===== src/airo_consts.svh =====
`ifndef AIRO_CONSTS_SVH
`define AIRO_CONSTS_SVH

// Register addresses on the internal register port.
`define AIRO_ADDR_SRC_ENABLE 8'h2D
`define AIRO_ADDR_PIN_SELECT 8'h2E
`define AIRO_ADDR_X_ADJUST 8'h2F
`define AIRO_ADDR_Y_ADJUST 8'h30
`define AIRO_ADDR_Z_ADJUST 8'h31

// Bit positions shared by the enable and pin select registers.
`define AIRO_BIT_SLEEP_WAKE 7
`define AIRO_BIT_FIFO 6
`define AIRO_BIT_TRANSIENT 5
`define AIRO_BIT_ORIENTATION 4
`define AIRO_BIT_PULSE 3
`define AIRO_BIT_FALL_MOTION 2
`define AIRO_BIT_FIXED_ZERO 1
`define AIRO_BIT_SAMPLE_READY 0

// Writable bits of the enable and pin select registers; bit 1 is fixed at zero.
`define AIRO_SRC_MASK 8'hFD

// Reset values.
`define AIRO_RST_SRC_ENABLE 8'h00
`define AIRO_RST_PIN_SELECT 8'h00
`define AIRO_RST_ADJUST 8'h00

// Offset weight in micro-g per count, and the nominal span in milli-g.
`define AIRO_ADJUST_UG_PER_LSB 1960
`define AIRO_ADJUST_SPAN_MG 250

`endif


===== src/airo_pkg.sv =====
package airo_pkg;
  typedef logic [7:0] airo_reg_t;
  typedef logic signed [7:0] airo_adjust_t;
  typedef enum logic {
    AIRO_PUSH_PULL,
    AIRO_OPEN_DRAIN
  } airo_drive_e;
endpackage

===== src/airo_irq_route.sv =====
`timescale 1ns/1ps
`include "airo_consts.svh"

module airo_irq_route #(
  parameter int SAMPLE_W = 12,
  parameter int ADJ_SHIFT = 0
) (
  // Clock and reset.
  input wire logic sys_clk,
  input wire logic sys_rst,
  // Register port, one access per strobe.
  input wire logic [7:0] reg_addr,
  input wire logic reg_wr,
  input wire logic [7:0] reg_wdata,
  input wire logic reg_rd,
  output logic [7:0] reg_rdata,
  output logic reg_hit,
  // Pin style settings from the pin configuration register.
  input wire logic irq_level_polarity,
  input wire logic irq_drive_style,
  // Event flags from the detectors, bit positions as the enable register.
  input wire logic [7:0] evt_flags,
  // Raw axis samples and corrected results.
  input wire logic signed [SAMPLE_W-1:0] x_sample,
  input wire logic signed [SAMPLE_W-1:0] y_sample,
  input wire logic signed [SAMPLE_W-1:0] z_sample,
  output logic signed [SAMPLE_W-1:0] x_corrected,
  output logic signed [SAMPLE_W-1:0] y_corrected,
  output logic signed [SAMPLE_W-1:0] z_corrected,
  // Interrupt lines; output enable is low while the line is driven.
  output logic irq_line_a_o,
  output logic irq_line_a_oe_n,
  output logic irq_line_b_o,
  output logic irq_line_b_oe_n
);

  airo_pkg::airo_reg_t irq_source_enable_r;
  airo_pkg::airo_reg_t irq_pin_select_r;
  airo_pkg::airo_adjust_t x_axis_zero_adjust_r;
  airo_pkg::airo_adjust_t y_axis_zero_adjust_r;
  airo_pkg::airo_adjust_t z_axis_zero_adjust_r;
  logic [7:0] gated_flags;
  logic line_a_active;
  logic line_b_active;
  logic line_a_r;
  logic line_b_r;
  logic line_a_nxt;
  logic line_b_nxt;
  airo_pkg::airo_drive_e drive_mode;
  // Write strobes per register, decoded once so each register block stays small.
  logic wr_src_enable;
  logic wr_pin_select;
  logic wr_x_adjust;
  logic wr_y_adjust;
  logic wr_z_adjust;
  // Named views of the enable and pin select fields, one per source.
  logic en_sleep_wake_evt;
  logic en_fifo_evt;
  logic en_transient_evt;
  logic en_orientation_evt;
  logic en_pulse_evt;
  logic en_fall_motion_evt;
  logic en_sample_ready_evt;
  logic sel_sleep_wake_pin;
  logic sel_fifo_pin;
  logic sel_transient_pin;
  logic sel_orientation_pin;
  logic sel_pulse_pin;
  logic sel_fall_motion_pin;
  logic sel_sample_ready_pin;
  logic [7:0] src_enable_bits;
  logic [7:0] src_pin_bits;

  // Saturating add keeps a large offset from wrapping a sample near full scale.
  function automatic logic signed [SAMPLE_W-1:0] apply_adjust(
    input logic signed [SAMPLE_W-1:0] sample,
    input logic signed [7:0] adjust
  );
    logic signed [SAMPLE_W+8:0] sum;
    logic signed [SAMPLE_W+8:0] max_v;
    logic signed [SAMPLE_W+8:0] min_v;
    sum = (SAMPLE_W+9)'(sample) + ((SAMPLE_W+9)'(adjust) <<< ADJ_SHIFT);
    max_v = (SAMPLE_W+9)'({1'b0, {(SAMPLE_W-1){1'b1}}});
    min_v = -max_v - (SAMPLE_W+9)'(1);
    if (sum > max_v) begin
      apply_adjust = max_v[SAMPLE_W-1:0];
    end else if (sum < min_v) begin
      apply_adjust = min_v[SAMPLE_W-1:0];
    end else begin
      apply_adjust = sum[SAMPLE_W-1:0];
    end
  endfunction

  // Exact match of the register address against one map entry.
  function automatic logic addr_is(
    input logic [7:0] addr,
    input logic [7:0] target
  );
    addr_is = (addr == target);
  endfunction

  // True for any address inside the block's register map.
  function automatic logic addr_in_map(
    input logic [7:0] addr
  );
    addr_in_map = (addr >= `AIRO_ADDR_SRC_ENABLE) && (addr <= `AIRO_ADDR_Z_ADJUST);
  endfunction

  // Clears the bit that has no source behind it, in both shared-layout registers.
  function automatic logic [7:0] mask_fixed(
    input logic [7:0] value
  );
    mask_fixed = value & `AIRO_SRC_MASK;
  endfunction

  // Any already gated flag that is steered to the asked-for line.
  function automatic logic route_any(
    input logic [7:0] flags,
    input logic [7:0] pins,
    input logic want_first
  );
    logic [7:0] picked;
    picked = want_first ? pins : ~pins;
    route_any = |(flags & picked);
  endfunction

  // Pin level for a line: active shows as the polarity value, idle as its inverse.
  function automatic logic line_level(
    input logic active,
    input logic polarity
  );
    line_level = polarity ? active : ~active;
  endfunction

  // A write and a read may share one strobe cycle; only the write is decoded here.
  always_comb begin
    wr_src_enable = reg_wr && addr_is(reg_addr, `AIRO_ADDR_SRC_ENABLE);
    wr_pin_select = reg_wr && addr_is(reg_addr, `AIRO_ADDR_PIN_SELECT);
    wr_x_adjust = reg_wr && addr_is(reg_addr, `AIRO_ADDR_X_ADJUST);
    wr_y_adjust = reg_wr && addr_is(reg_addr, `AIRO_ADDR_Y_ADJUST);
    wr_z_adjust = reg_wr && addr_is(reg_addr, `AIRO_ADDR_Z_ADJUST);
  end

  // Bit 1 has no source behind it and stays zero in both vectors.
  always_comb begin
    en_sleep_wake_evt = irq_source_enable_r[`AIRO_BIT_SLEEP_WAKE];
    en_fifo_evt = irq_source_enable_r[`AIRO_BIT_FIFO];
    en_transient_evt = irq_source_enable_r[`AIRO_BIT_TRANSIENT];
    en_orientation_evt = irq_source_enable_r[`AIRO_BIT_ORIENTATION];
    en_pulse_evt = irq_source_enable_r[`AIRO_BIT_PULSE];
    en_fall_motion_evt = irq_source_enable_r[`AIRO_BIT_FALL_MOTION];
    en_sample_ready_evt = irq_source_enable_r[`AIRO_BIT_SAMPLE_READY];
    sel_sleep_wake_pin = irq_pin_select_r[`AIRO_BIT_SLEEP_WAKE];
    sel_fifo_pin = irq_pin_select_r[`AIRO_BIT_FIFO];
    sel_transient_pin = irq_pin_select_r[`AIRO_BIT_TRANSIENT];
    sel_orientation_pin = irq_pin_select_r[`AIRO_BIT_ORIENTATION];
    sel_pulse_pin = irq_pin_select_r[`AIRO_BIT_PULSE];
    sel_fall_motion_pin = irq_pin_select_r[`AIRO_BIT_FALL_MOTION];
    sel_sample_ready_pin = irq_pin_select_r[`AIRO_BIT_SAMPLE_READY];
    src_enable_bits = {en_sleep_wake_evt, en_fifo_evt, en_transient_evt, en_orientation_evt,
      en_pulse_evt, en_fall_motion_evt, 1'b0, en_sample_ready_evt};
    src_pin_bits = {sel_sleep_wake_pin, sel_fifo_pin, sel_transient_pin, sel_orientation_pin,
      sel_pulse_pin, sel_fall_motion_pin, 1'b0, sel_sample_ready_pin};
  end

  always_ff @(posedge sys_clk) begin
    if (sys_rst) begin
      irq_source_enable_r <= `AIRO_RST_SRC_ENABLE;
    end else if (wr_src_enable) begin
      irq_source_enable_r <= mask_fixed(reg_wdata);
    end
  end

  always_ff @(posedge sys_clk) begin
    if (sys_rst) begin
      irq_pin_select_r <= `AIRO_RST_PIN_SELECT;
    end else if (wr_pin_select) begin
      irq_pin_select_r <= mask_fixed(reg_wdata);
    end
  end

  always_ff @(posedge sys_clk) begin
    if (sys_rst) begin
      x_axis_zero_adjust_r <= `AIRO_RST_ADJUST;
    end else if (wr_x_adjust) begin
      x_axis_zero_adjust_r <= reg_wdata;
    end
  end

  always_ff @(posedge sys_clk) begin
    if (sys_rst) begin
      y_axis_zero_adjust_r <= `AIRO_RST_ADJUST;
    end else if (wr_y_adjust) begin
      y_axis_zero_adjust_r <= reg_wdata;
    end
  end

  always_ff @(posedge sys_clk) begin
    if (sys_rst) begin
      z_axis_zero_adjust_r <= `AIRO_RST_ADJUST;
    end else if (wr_z_adjust) begin
      z_axis_zero_adjust_r <= reg_wdata;
    end
  end

  // Read data is registered; unmapped addresses read as zero.
  always_ff @(posedge sys_clk) begin
    if (sys_rst) begin
      reg_rdata <= 8'h00;
    end else if (reg_rd) begin
      case (reg_addr)
        `AIRO_ADDR_SRC_ENABLE: begin
          reg_rdata <= irq_source_enable_r;
        end
        `AIRO_ADDR_PIN_SELECT: begin
          reg_rdata <= irq_pin_select_r;
        end
        `AIRO_ADDR_X_ADJUST: begin
          reg_rdata <= x_axis_zero_adjust_r;
        end
        `AIRO_ADDR_Y_ADJUST: begin
          reg_rdata <= y_axis_zero_adjust_r;
        end
        `AIRO_ADDR_Z_ADJUST: begin
          reg_rdata <= z_axis_zero_adjust_r;
        end
        default: begin
          reg_rdata <= 8'h00;
        end
      endcase
    end
  end

  always_comb begin
    reg_hit = addr_in_map(reg_addr);
  end

  // The routing is purely combinational up to one output flop, so an event reaches its line one cycle later.
  always_comb begin
    gated_flags = mask_fixed(evt_flags & src_enable_bits);
    line_a_active = route_any(gated_flags, src_pin_bits, 1'b1);
    line_b_active = route_any(gated_flags, src_pin_bits, 1'b0);
    line_a_nxt = line_level(line_a_active, irq_level_polarity);
    line_b_nxt = line_level(line_b_active, irq_level_polarity);
    drive_mode = irq_drive_style ? airo_pkg::AIRO_OPEN_DRAIN : airo_pkg::AIRO_PUSH_PULL;
  end

  always_ff @(posedge sys_clk) begin
    if (sys_rst) begin
      // Reset loads the idle level for the current polarity, so no line flashes active.
      line_a_r <= ~irq_level_polarity;
      line_b_r <= ~irq_level_polarity;
    end else begin
      line_a_r <= line_a_nxt;
      line_b_r <= line_b_nxt;
    end
  end

  // In open-drain mode the line is only pulled low; a high level is left to the pull-up.
  always_comb begin
    irq_line_a_o = line_a_r;
    irq_line_b_o = line_b_r;
    if (drive_mode == airo_pkg::AIRO_OPEN_DRAIN) begin
      irq_line_a_o = 1'b0;
      irq_line_b_o = 1'b0;
      irq_line_a_oe_n = line_a_r;
      irq_line_b_oe_n = line_b_r;
    end else begin
      irq_line_a_oe_n = 1'b0;
      irq_line_b_oe_n = 1'b0;
    end
  end

  // One count is nominally 1.96 mg; ADJ_SHIFT scales it to the sample's own weight.
  always_ff @(posedge sys_clk) begin
    if (sys_rst) begin
      x_corrected <= '0;
      y_corrected <= '0;
      z_corrected <= '0;
    end else begin
      x_corrected <= apply_adjust(x_sample, x_axis_zero_adjust_r);
      y_corrected <= apply_adjust(y_sample, y_axis_zero_adjust_r);
      z_corrected <= apply_adjust(z_sample, z_axis_zero_adjust_r);
    end
  end

endmodule // airo_irq_route


===== config.mk =====
export PLATFORM = sky130hd
export DESIGN_NAME = airo_irq_route
export DESIGN_NICKNAME = d
export VERILOG_FILES = /design/src/airo_pkg.sv /design/src/airo_irq_route.sv
export VERILOG_INCLUDE_DIRS = /design/src
export SDC_FILE = /design/constraint.sdc
export NUM_CORES = 1
export LEC_CHECK = 0
export ABC_AREA = 1
export BUFFER_PORTS_ARGS = -buffer_cell sky130_fd_sc_hd__buf_4
export CAP_MARGIN = 30
export CELL_PAD_IN_SITES_DETAIL_PLACEMENT = 0
export CELL_PAD_IN_SITES_GLOBAL_PLACEMENT = 1
export CORE_UTILIZATION = 41
export DETAILED_ROUTE_END_ITERATION = 10
export PLACE_DENSITY = 0.94
export SYNTH_ARGS = -nofsm -noshare
export SYNTH_HDL_FRONTEND = slang
export SYNTH_SLANG_ARGS = --single-unit

===== constraint.sdc =====
create_clock -name sys_clk -period 4 [get_ports sys_clk]
set_clock_uncertainty 0.1 [all_clocks]
set_input_delay 0.8 -clock sys_clk [delete_from_list [all_inputs] [get_ports sys_clk]]
set_output_delay 0.8 -clock sys_clk [all_outputs]
set_load 0.02 [all_outputs]

==> summary.txt, run 1 <==
STA
  – Period utilization: 69.3%
  – Fmax: 361 MHz
  – Final Hold Vio Count: 0
  – Minimum clock period: 2.77 ns
  – RSZ-0062 raised after global routing: no
  – Worst setup margin: 1.23 ns
  – Tightest Pin Transition: around 0.76 ns
  – Max_slew headroom: 48.9%
  – Setup TNS: 0 ns
  – Final setup fails: 0
  – Pins over their slew limit: 0

Clocking
  – Setup bufs post-CTS: 0
  – TritonCTS clock tree: built
  – Post-CTS sizing: 0
  – CTS H-Tree Depth: 3
  – Clk sinks: 84
  – Root buffer cell: clkbuf_16
  – CTS Hold Bufs: 0
  – CTS Buffer Depth: 2
  – Num CTS Buffers: 9
  – Clock slew at reported path FFs: 0.06 ns
  – Worst-Skew Late Latency: about 0.34 ns

Global route
  – Global-route wire length before repair: 22,000 um
  – Largest net degree at the start of global routing: 34
  – Vias in the first global route: 4,612
  – Tot GR Track Use: between 20% and 30%
  – Initial antenna violation count: 0
  – GRT overflow: 0

Yosys
  – Yosys reg bits: 84
  – Number of flops mapped to enable cells by yosys: 0
  – Cell Area, Synth: around 0.0053 mm^2
  – Mapped Cells: around 800
  – Cell with the most instances after synthesis: nand2_1
  – Avg Cell Area, Syn: 6.63 um^2
  – Fraction of the yosys area taken by sequential cells: 31.8%
  – YS warnings: 0
  – Async S/R FF share, synth: 0%
  – Area share of the largest cell type after synthesis: a little under a third
  – Yosys cell types: 32
  – Post-Syn Nets: 904
  – Top cells by count, synth: 207 x nand2_1, 105 x inv_1, 84 x dfxtp_1
  – Primary FF master, synth: dfxtp_1
  – Synth area leaders: dfxtp_1 32%, nand2_1 15%, ha_1 8.5%, nand3_1 7.7%, inv_1 7.4%
  – Area leader, netlist: dfxtp_1

Drt
  – DRT iter0 DRCs: 347
  – Final ANT Viol Nets: 0
  – Detailed Routing Iterations Pass 1: 5
  – Vias after detailed routing: 5,289
  – Remaining DRCs: 0
  – Vias/cell: 4.87
  – Post-DR wirelength/cell: around 13 um
  – Final wirelength: 14,000 um

Pwr
  – PwrDens: 320 mW/mm^2
  – Worst vdd ir: approximately 0.00018 V
  – Leakage: 3.35 nW

Finish
  – Final net count: 1,013
  – Area Overhead vs Synth: 25.1%
  – Layout cells sized above 1: between 10% and 20%
  – Diodes inserted: 0

Place
  – Routability cong.: just under 0.9
  – Post-DP HPWL: around 11,000 um
  – Setup slack at placement: 1.07 ns
  – I/O Buffers: 113

Floorplanning
  – Core Area: 0.0126 mm^2
  – Die Wd: 116 um
  – Die H: 116 um
  – Num rows: 41
  – Initial Utilization: 42.0%
  – I/O pin count: 115
  – Die area: 0.0134 mm^2

Worst setup path
  – Kind of critical path: input port to primary output
  – CP Launch Type: input port
  – WP data arrival: 1.87 ns
  – Crit-path max FO: 8
  – Crit path required time: 3.10 ns
  – CP Capture Type: primary output

Job
  – Max cap viols: 0

Worst hold path
  – HP Class: flop to flop

Outcome
  – Run status: finished, final reports clean
## stage by stage
stage,total power [W],utilization (%),instances,cell area [um^2],hold slack [ns]
global route,0.00220,52.5,1085,6620,0.401
finish,0.00212,52.5,1085,6620,0.370
floorplan,0.00108,-,799,5300,0.341
global placement,0.00123,49.9,1069,6290,0.359
detailed placement,0.00123,49.9,1069,6290,0.359
CTS,0.00213,52.5,1085,6620,0.369
## report_power, final
group          internal (W)  total (W)  leakage (nW)  switching [W]
Combinational      0.000137   0.000329          2.50       0.000192
Clock              0.000583   0.000909         0.160       0.000327
Sequential         0.000871   0.000880         0.689     0.00000972
## registers in the layout, summed over array words and instances, names as in the netlist
name                  cells
irq_pin_select_r          7
irq_source_enable_r       7
line_a_r                  1
line_b_r                  1
reg_rdata                 8
x_axis_zero_adjust_r      8
x_corrected              12
y_axis_zero_adjust_r      8
y_corrected              12
z_axis_zero_adjust_r      8
z_corrected              12
## placed cells by master, fill, tap and decap left out, types with 4 or more instances in the layout
master	instances
nand2_1	207
o21ai_1	4
xor2_1	8
nand4_1	19
dfxtp_1	84
inv_1	104
xnor2_1	14
nor3_1	9
ha_1	36
nor2_1	64
o31ai_1	6
buf_4	115
o21ai_0	54
clkbuf_16	9
nand3_1	82
a21oi_1	70
## kinds of logic (layout without fill, tap and decap cells)
family	count (synthesis)	count (layout)	share of synthesized area, %
buffers and inverters	123	237	9.02
flip-flops	84	84	31.8
AO/OA/AOI/OAI	140	140	13.8
AND/OR/NAND/NOR	391	391	32.2
adder cells (fa/ha/maj)	39	39	9.64
XOR/XNOR	22	22	3.64
## layout make-up
| class | instances | area [um^2] |
|---|---|---|
| tap | 172 | 215 |
| sequential | 84 | 1680 |
| multi-input combinational | 592 | 3140 |
| timing repair buffer | 115 | 863 |
| inverter | 106 | 398 |
| fill | 1357 | 6000 |
| clock buffer | 13 | 260 |
| clock inverter | 3 | 68.8 |
## critical path, stage by stage
cell,delay (ns)
buf_4,0.12
nor3_4,0.33
nand3_4,0.19
o22ai_1,0.23
buf_4,0.19
## per-layer routing
layer | track usage, % | vias to the layer above | part of all wire [%]
met5 | 0 | - | 0
met4 | 7.09 | 0 | 1.4
met3 | 3.19 | 13 | 5.4
met2 | 34.7 | 136 | 45
met1 | 28.8 | 2300 | 48
li1 | - | 2840 | -
## final timing paths
kind,endpoint,start,slack [ns],cells past startpoint
setup reg to reg,y_corrected[6],y_axis_zero_adjust_r[0],1.58,12
setup / recovery,reg_hit,reg_addr[7],1.23,5
hold reg to reg,reg_rdata[1],reg_rdata[1],0.37,2
hold / removal,reg_rdata[1],reg_rdata[1],0.37,2
Power figures use the tool's default switching activity.
==> inputs of run 2 (changes only) <==
ABC_AREA = 0   (was 1)
CORE_UTILIZATION = 36   (was 41)
PLACE_DENSITY = 0.86   (was 0.94)
clock period = 2.24 ns   (was 4 ns; I/O delays follow)
==> summary.txt, run 2 <==
Finish
  – Final instance area: 0.00789 mm^2
  – Area Overhead vs Synth: 58.2%
  – Commonest non-fill, non-tap cell in the layout: buf_4
  – Post-route insts no fill: ~1,000
  – Layout cells sized above 1: between 40 and 50%
  – FILL cells: 1,127
  – Commonest cells after routing, fill and taps aside: 230 x buf_4, 78 x nand2_1, 74 x dfxtp_1
  – Final net count: roughly 940
  – Final core occ: a little under 60%
  – Top flop regs: x_corrected: 12 flops, y_corrected: 12 flops, z_corrected: 12 flops
  – Diodes inserted: 0

Place
  – Dpl cells: 978
  – Setup slack at placement: -0.618 ns
  – Dpl cell area: 0.00702 mm^2
  – Post-DP HPWL: roughly 12,000 um
  – I/O Buffers: between 100 and 150
  – Routability cong.: 0.930

Yosys
  – Cell Area, Synth: between 0.004 and 0.005 mm^2
  – YS warnings: 0
  – Mapped Cells: 606
  – Fraction of the yosys area taken by sequential cells: 33.7%
  – Post-Syn Nets: 711
  – Yosys cell types: 64
  – Primary FF master, synth: dfxtp_1
  – Area leader, netlist: dfxtp_1
  – Avg Cell Area, Syn: 8.23 um^2
  – Cell with the most instances after synthesis: dfxtp_1
  – Number of flops mapped to enable cells by yosys: 0
  – Synth area leaders: dfxtp_1 34%, ha_1 9.0%, nand2_1 5.9%, a21oi_1 4.9%, a211oi_1 3.8%
  – Async S/R FF share, synth: 0%
  – Yosys reg bits: 84
  – Top cells by count, synth: 84 x dfxtp_1, 78 x nand2_1, 49 x a21oi_1
  – Area share of the largest cell type after synthesis: 33.7%

Clocking
  – CTS H-Tree Depth: 3
  – Worst-Skew Late Latency: 0.35 ns
  – TritonCTS clock tree: built
  – Root buffer cell: clkbuf_16
  – Num CTS Buffers: 9
  – CTS Hold Bufs: 0
  – Clock slew at reported path FFs: roughly 0.07 ns
  – Clk sinks: 84
  – CTS Buffer Depth: 2

Worst setup path
  – Crit path max-delay cell type: or3b_2
  – Buf/Inv on CP: 2
  – Crit path required time: 2.42 ns
  – CP Launch Type: flop
  – WP data arrival: 2.45 ns
  – Peak per-stage delay on the critical path: 0.46 ns
  – Critical path cell sequence: ha_4 > inv_2 > fa_2 > nand2b_4 > buf_4 > a21oi_2 > o21a_1 > nor3_1 > or3b_2 > o22ai_1
  – Crit-path max FO: 2
  – CP Capture Type: flop
  – CP delay by family, top: simple AND/OR/NAND/NOR gates
  – Kind of critical path: flop to flop

STA
  – Pins over their slew limit: 0
  – Final Hold Vio Count: 0
  – Final setup fails: 3
  – Tightest Pin Transition: 0.511 ns
  – Period utilization: 101%
  – Fmax: 441 MHz
  – Max_slew headroom: 65.8%
  – Minimum clock period: between 2 and 2.5 ns
  – RSZ-0062 raised after global routing: yes
  – Worst setup margin: -0.0268 ns

Floorplanning
  – Initial Utilization: 37.2%
  – I/O pin count: 115
  – Core Area: 0.0134 mm^2
  – Die Wd: between 100 and 150 um
  – Die H: 120 um
  – Num rows: 42
  – Die area: 0.0143 mm^2

Drt
  – Detailed Routing Iterations Pass 1: 5
  – Vias/cell: around 5.4
  – Final wirelength: 16,600 um
  – DRT iter0 DRCs: 303
  – Post-DR wirelength/cell: approximately 16 um
  – Vias after detailed routing: 5,518
  – Final ANT Viol Nets: 0
  – Remaining DRCs: 0

Global route
  – Vias in the first global route: 5,384
  – GRT overflow: 0
  – Initial antenna violation count: 0
  – Global-route wire length before repair: between 20,000 and 30,000 um
  – Largest net degree at the start of global routing: 33
  – Tot GR Track Use: 22.7%

Worst hold path
  – HP Class: input port to flop

Pwr
  – PwrDens: between 400 and 500 mW/mm^2
  – Leakage: 3.43 nW
  – Pint: 0.00270 W
  – Clk pwr share: 41.3%
  – Sw Share: 26.9%
  – NetSw: 0.000995 W
  – Seq pwr share: 42.0%
  – Worst vdd ir: 0.000357 V
  – Comb power frac: 16.7%

Job
  – Max cap viols: 0

Outcome
  – Failing checks: setup timing
  – Run status: finished with violations
## run 2: cell count changes in the layout (fill, tap and decap cells not counted), sizes merged, moves of 23 or more
cell	delta
a21oi	-23
a211oi	+27
buf	+123
o21ai	-37
inv	-85
nand3	-47
nand2	-131
o22ai	+28
## run 2: power groups by stage
| stage | sequential, W | clock [W] | combinational (W) |
|---|---|---|---|
| final | 0.00155 | 0.00153 | 0.000616 |
| after global routing | 0.00156 | 0.00162 | 0.000662 |
| after CTS | 0.00156 | 0.00155 | 0.000588 |
| after detailed placement | 0.00159 | 0 | 0.000573 |
| after global placement | 0.00159 | 0 | 0.000558 |
| after floorplan | 0.00164 | 0 | 0.000220 |
## run 2: worst paths after layout
path	from	end	slack [ns]	cells past startpoint
max	x_axis_zero_adjust_r[0]	x_corrected[6]	-0.03	10
min	irq_level_polarity	line_b_r	0.20	2
max reg2reg	x_axis_zero_adjust_r[0]	x_corrected[6]	-0.03	10
min reg2reg	y_axis_zero_adjust_r[2]	y_axis_zero_adjust_r[2]	0.39	2
## run 2: cell families after synthesis
family                   synth area share [%]
AND/OR/NAND/NOR                          19.4
AO/OA/AOI/OAI                            25.9
flip-flops                               33.7
buffers and inverters                    3.69
adder cells (fa/ha/maj)                  10.2
XOR/XNOR                                 3.34
multiplexers                             3.74
## run 2: stage by stage
stage	TNS [ns]	total power (W)	hold slack, ns
2_1_floorplan	-0.367	0.00186	0.349
3_3_place_gp	-11.87	0.00215	0.376
3_5_place_dp	-13.84	0.00216	0.379
4_1_cts	-0.188	0.00370	0.188
5_1_grt	-1.47	0.00384	0.192
6_report	-0.0507	0.00370	0.195
## run 2: layer usage
layer / part of all wire, % / routed length (um) / track usage (%)
met2: 48 / 8010 / 38.1
met1: 43 / 7060 / 28.3
met5: 0 / 0 / 0
met4: 2.8 / 459 / 8.44
met3: 6.2 / 1030 / 4.99
## run 2: worst reg2reg max path: stages, from the launching register on
cell and delay (ns):
dfxtp_2 0.35, ha_4 0.13, inv_2 0.03, fa_2 0.33, nand2b_4 0.17, buf_4 0.15
a21oi_2 0.16, o21a_1 0.15, nor3_1 0.04, or3b_2 0.46, o22ai_1 0.13
## run 2: layout make-up
class,instances,area [um^2],area share [%]
tap,176,220,2.79
sequential,84,1700,21.6
clock buffer,9,225,2.85
multi-input combinational,482,3770,47.7
inverter,17,63.8,0.808
clock inverter,7,81.3,1.03
timing repair buffer,238,1830,23.2
## run 2: repair_timing
action                                  CTS  global route
endpoints found under the setup margin   33            33
pin swaps                                13            23
gates cloned                              3             2
gates resized for setup                  32            50
setup buffers                             5             9
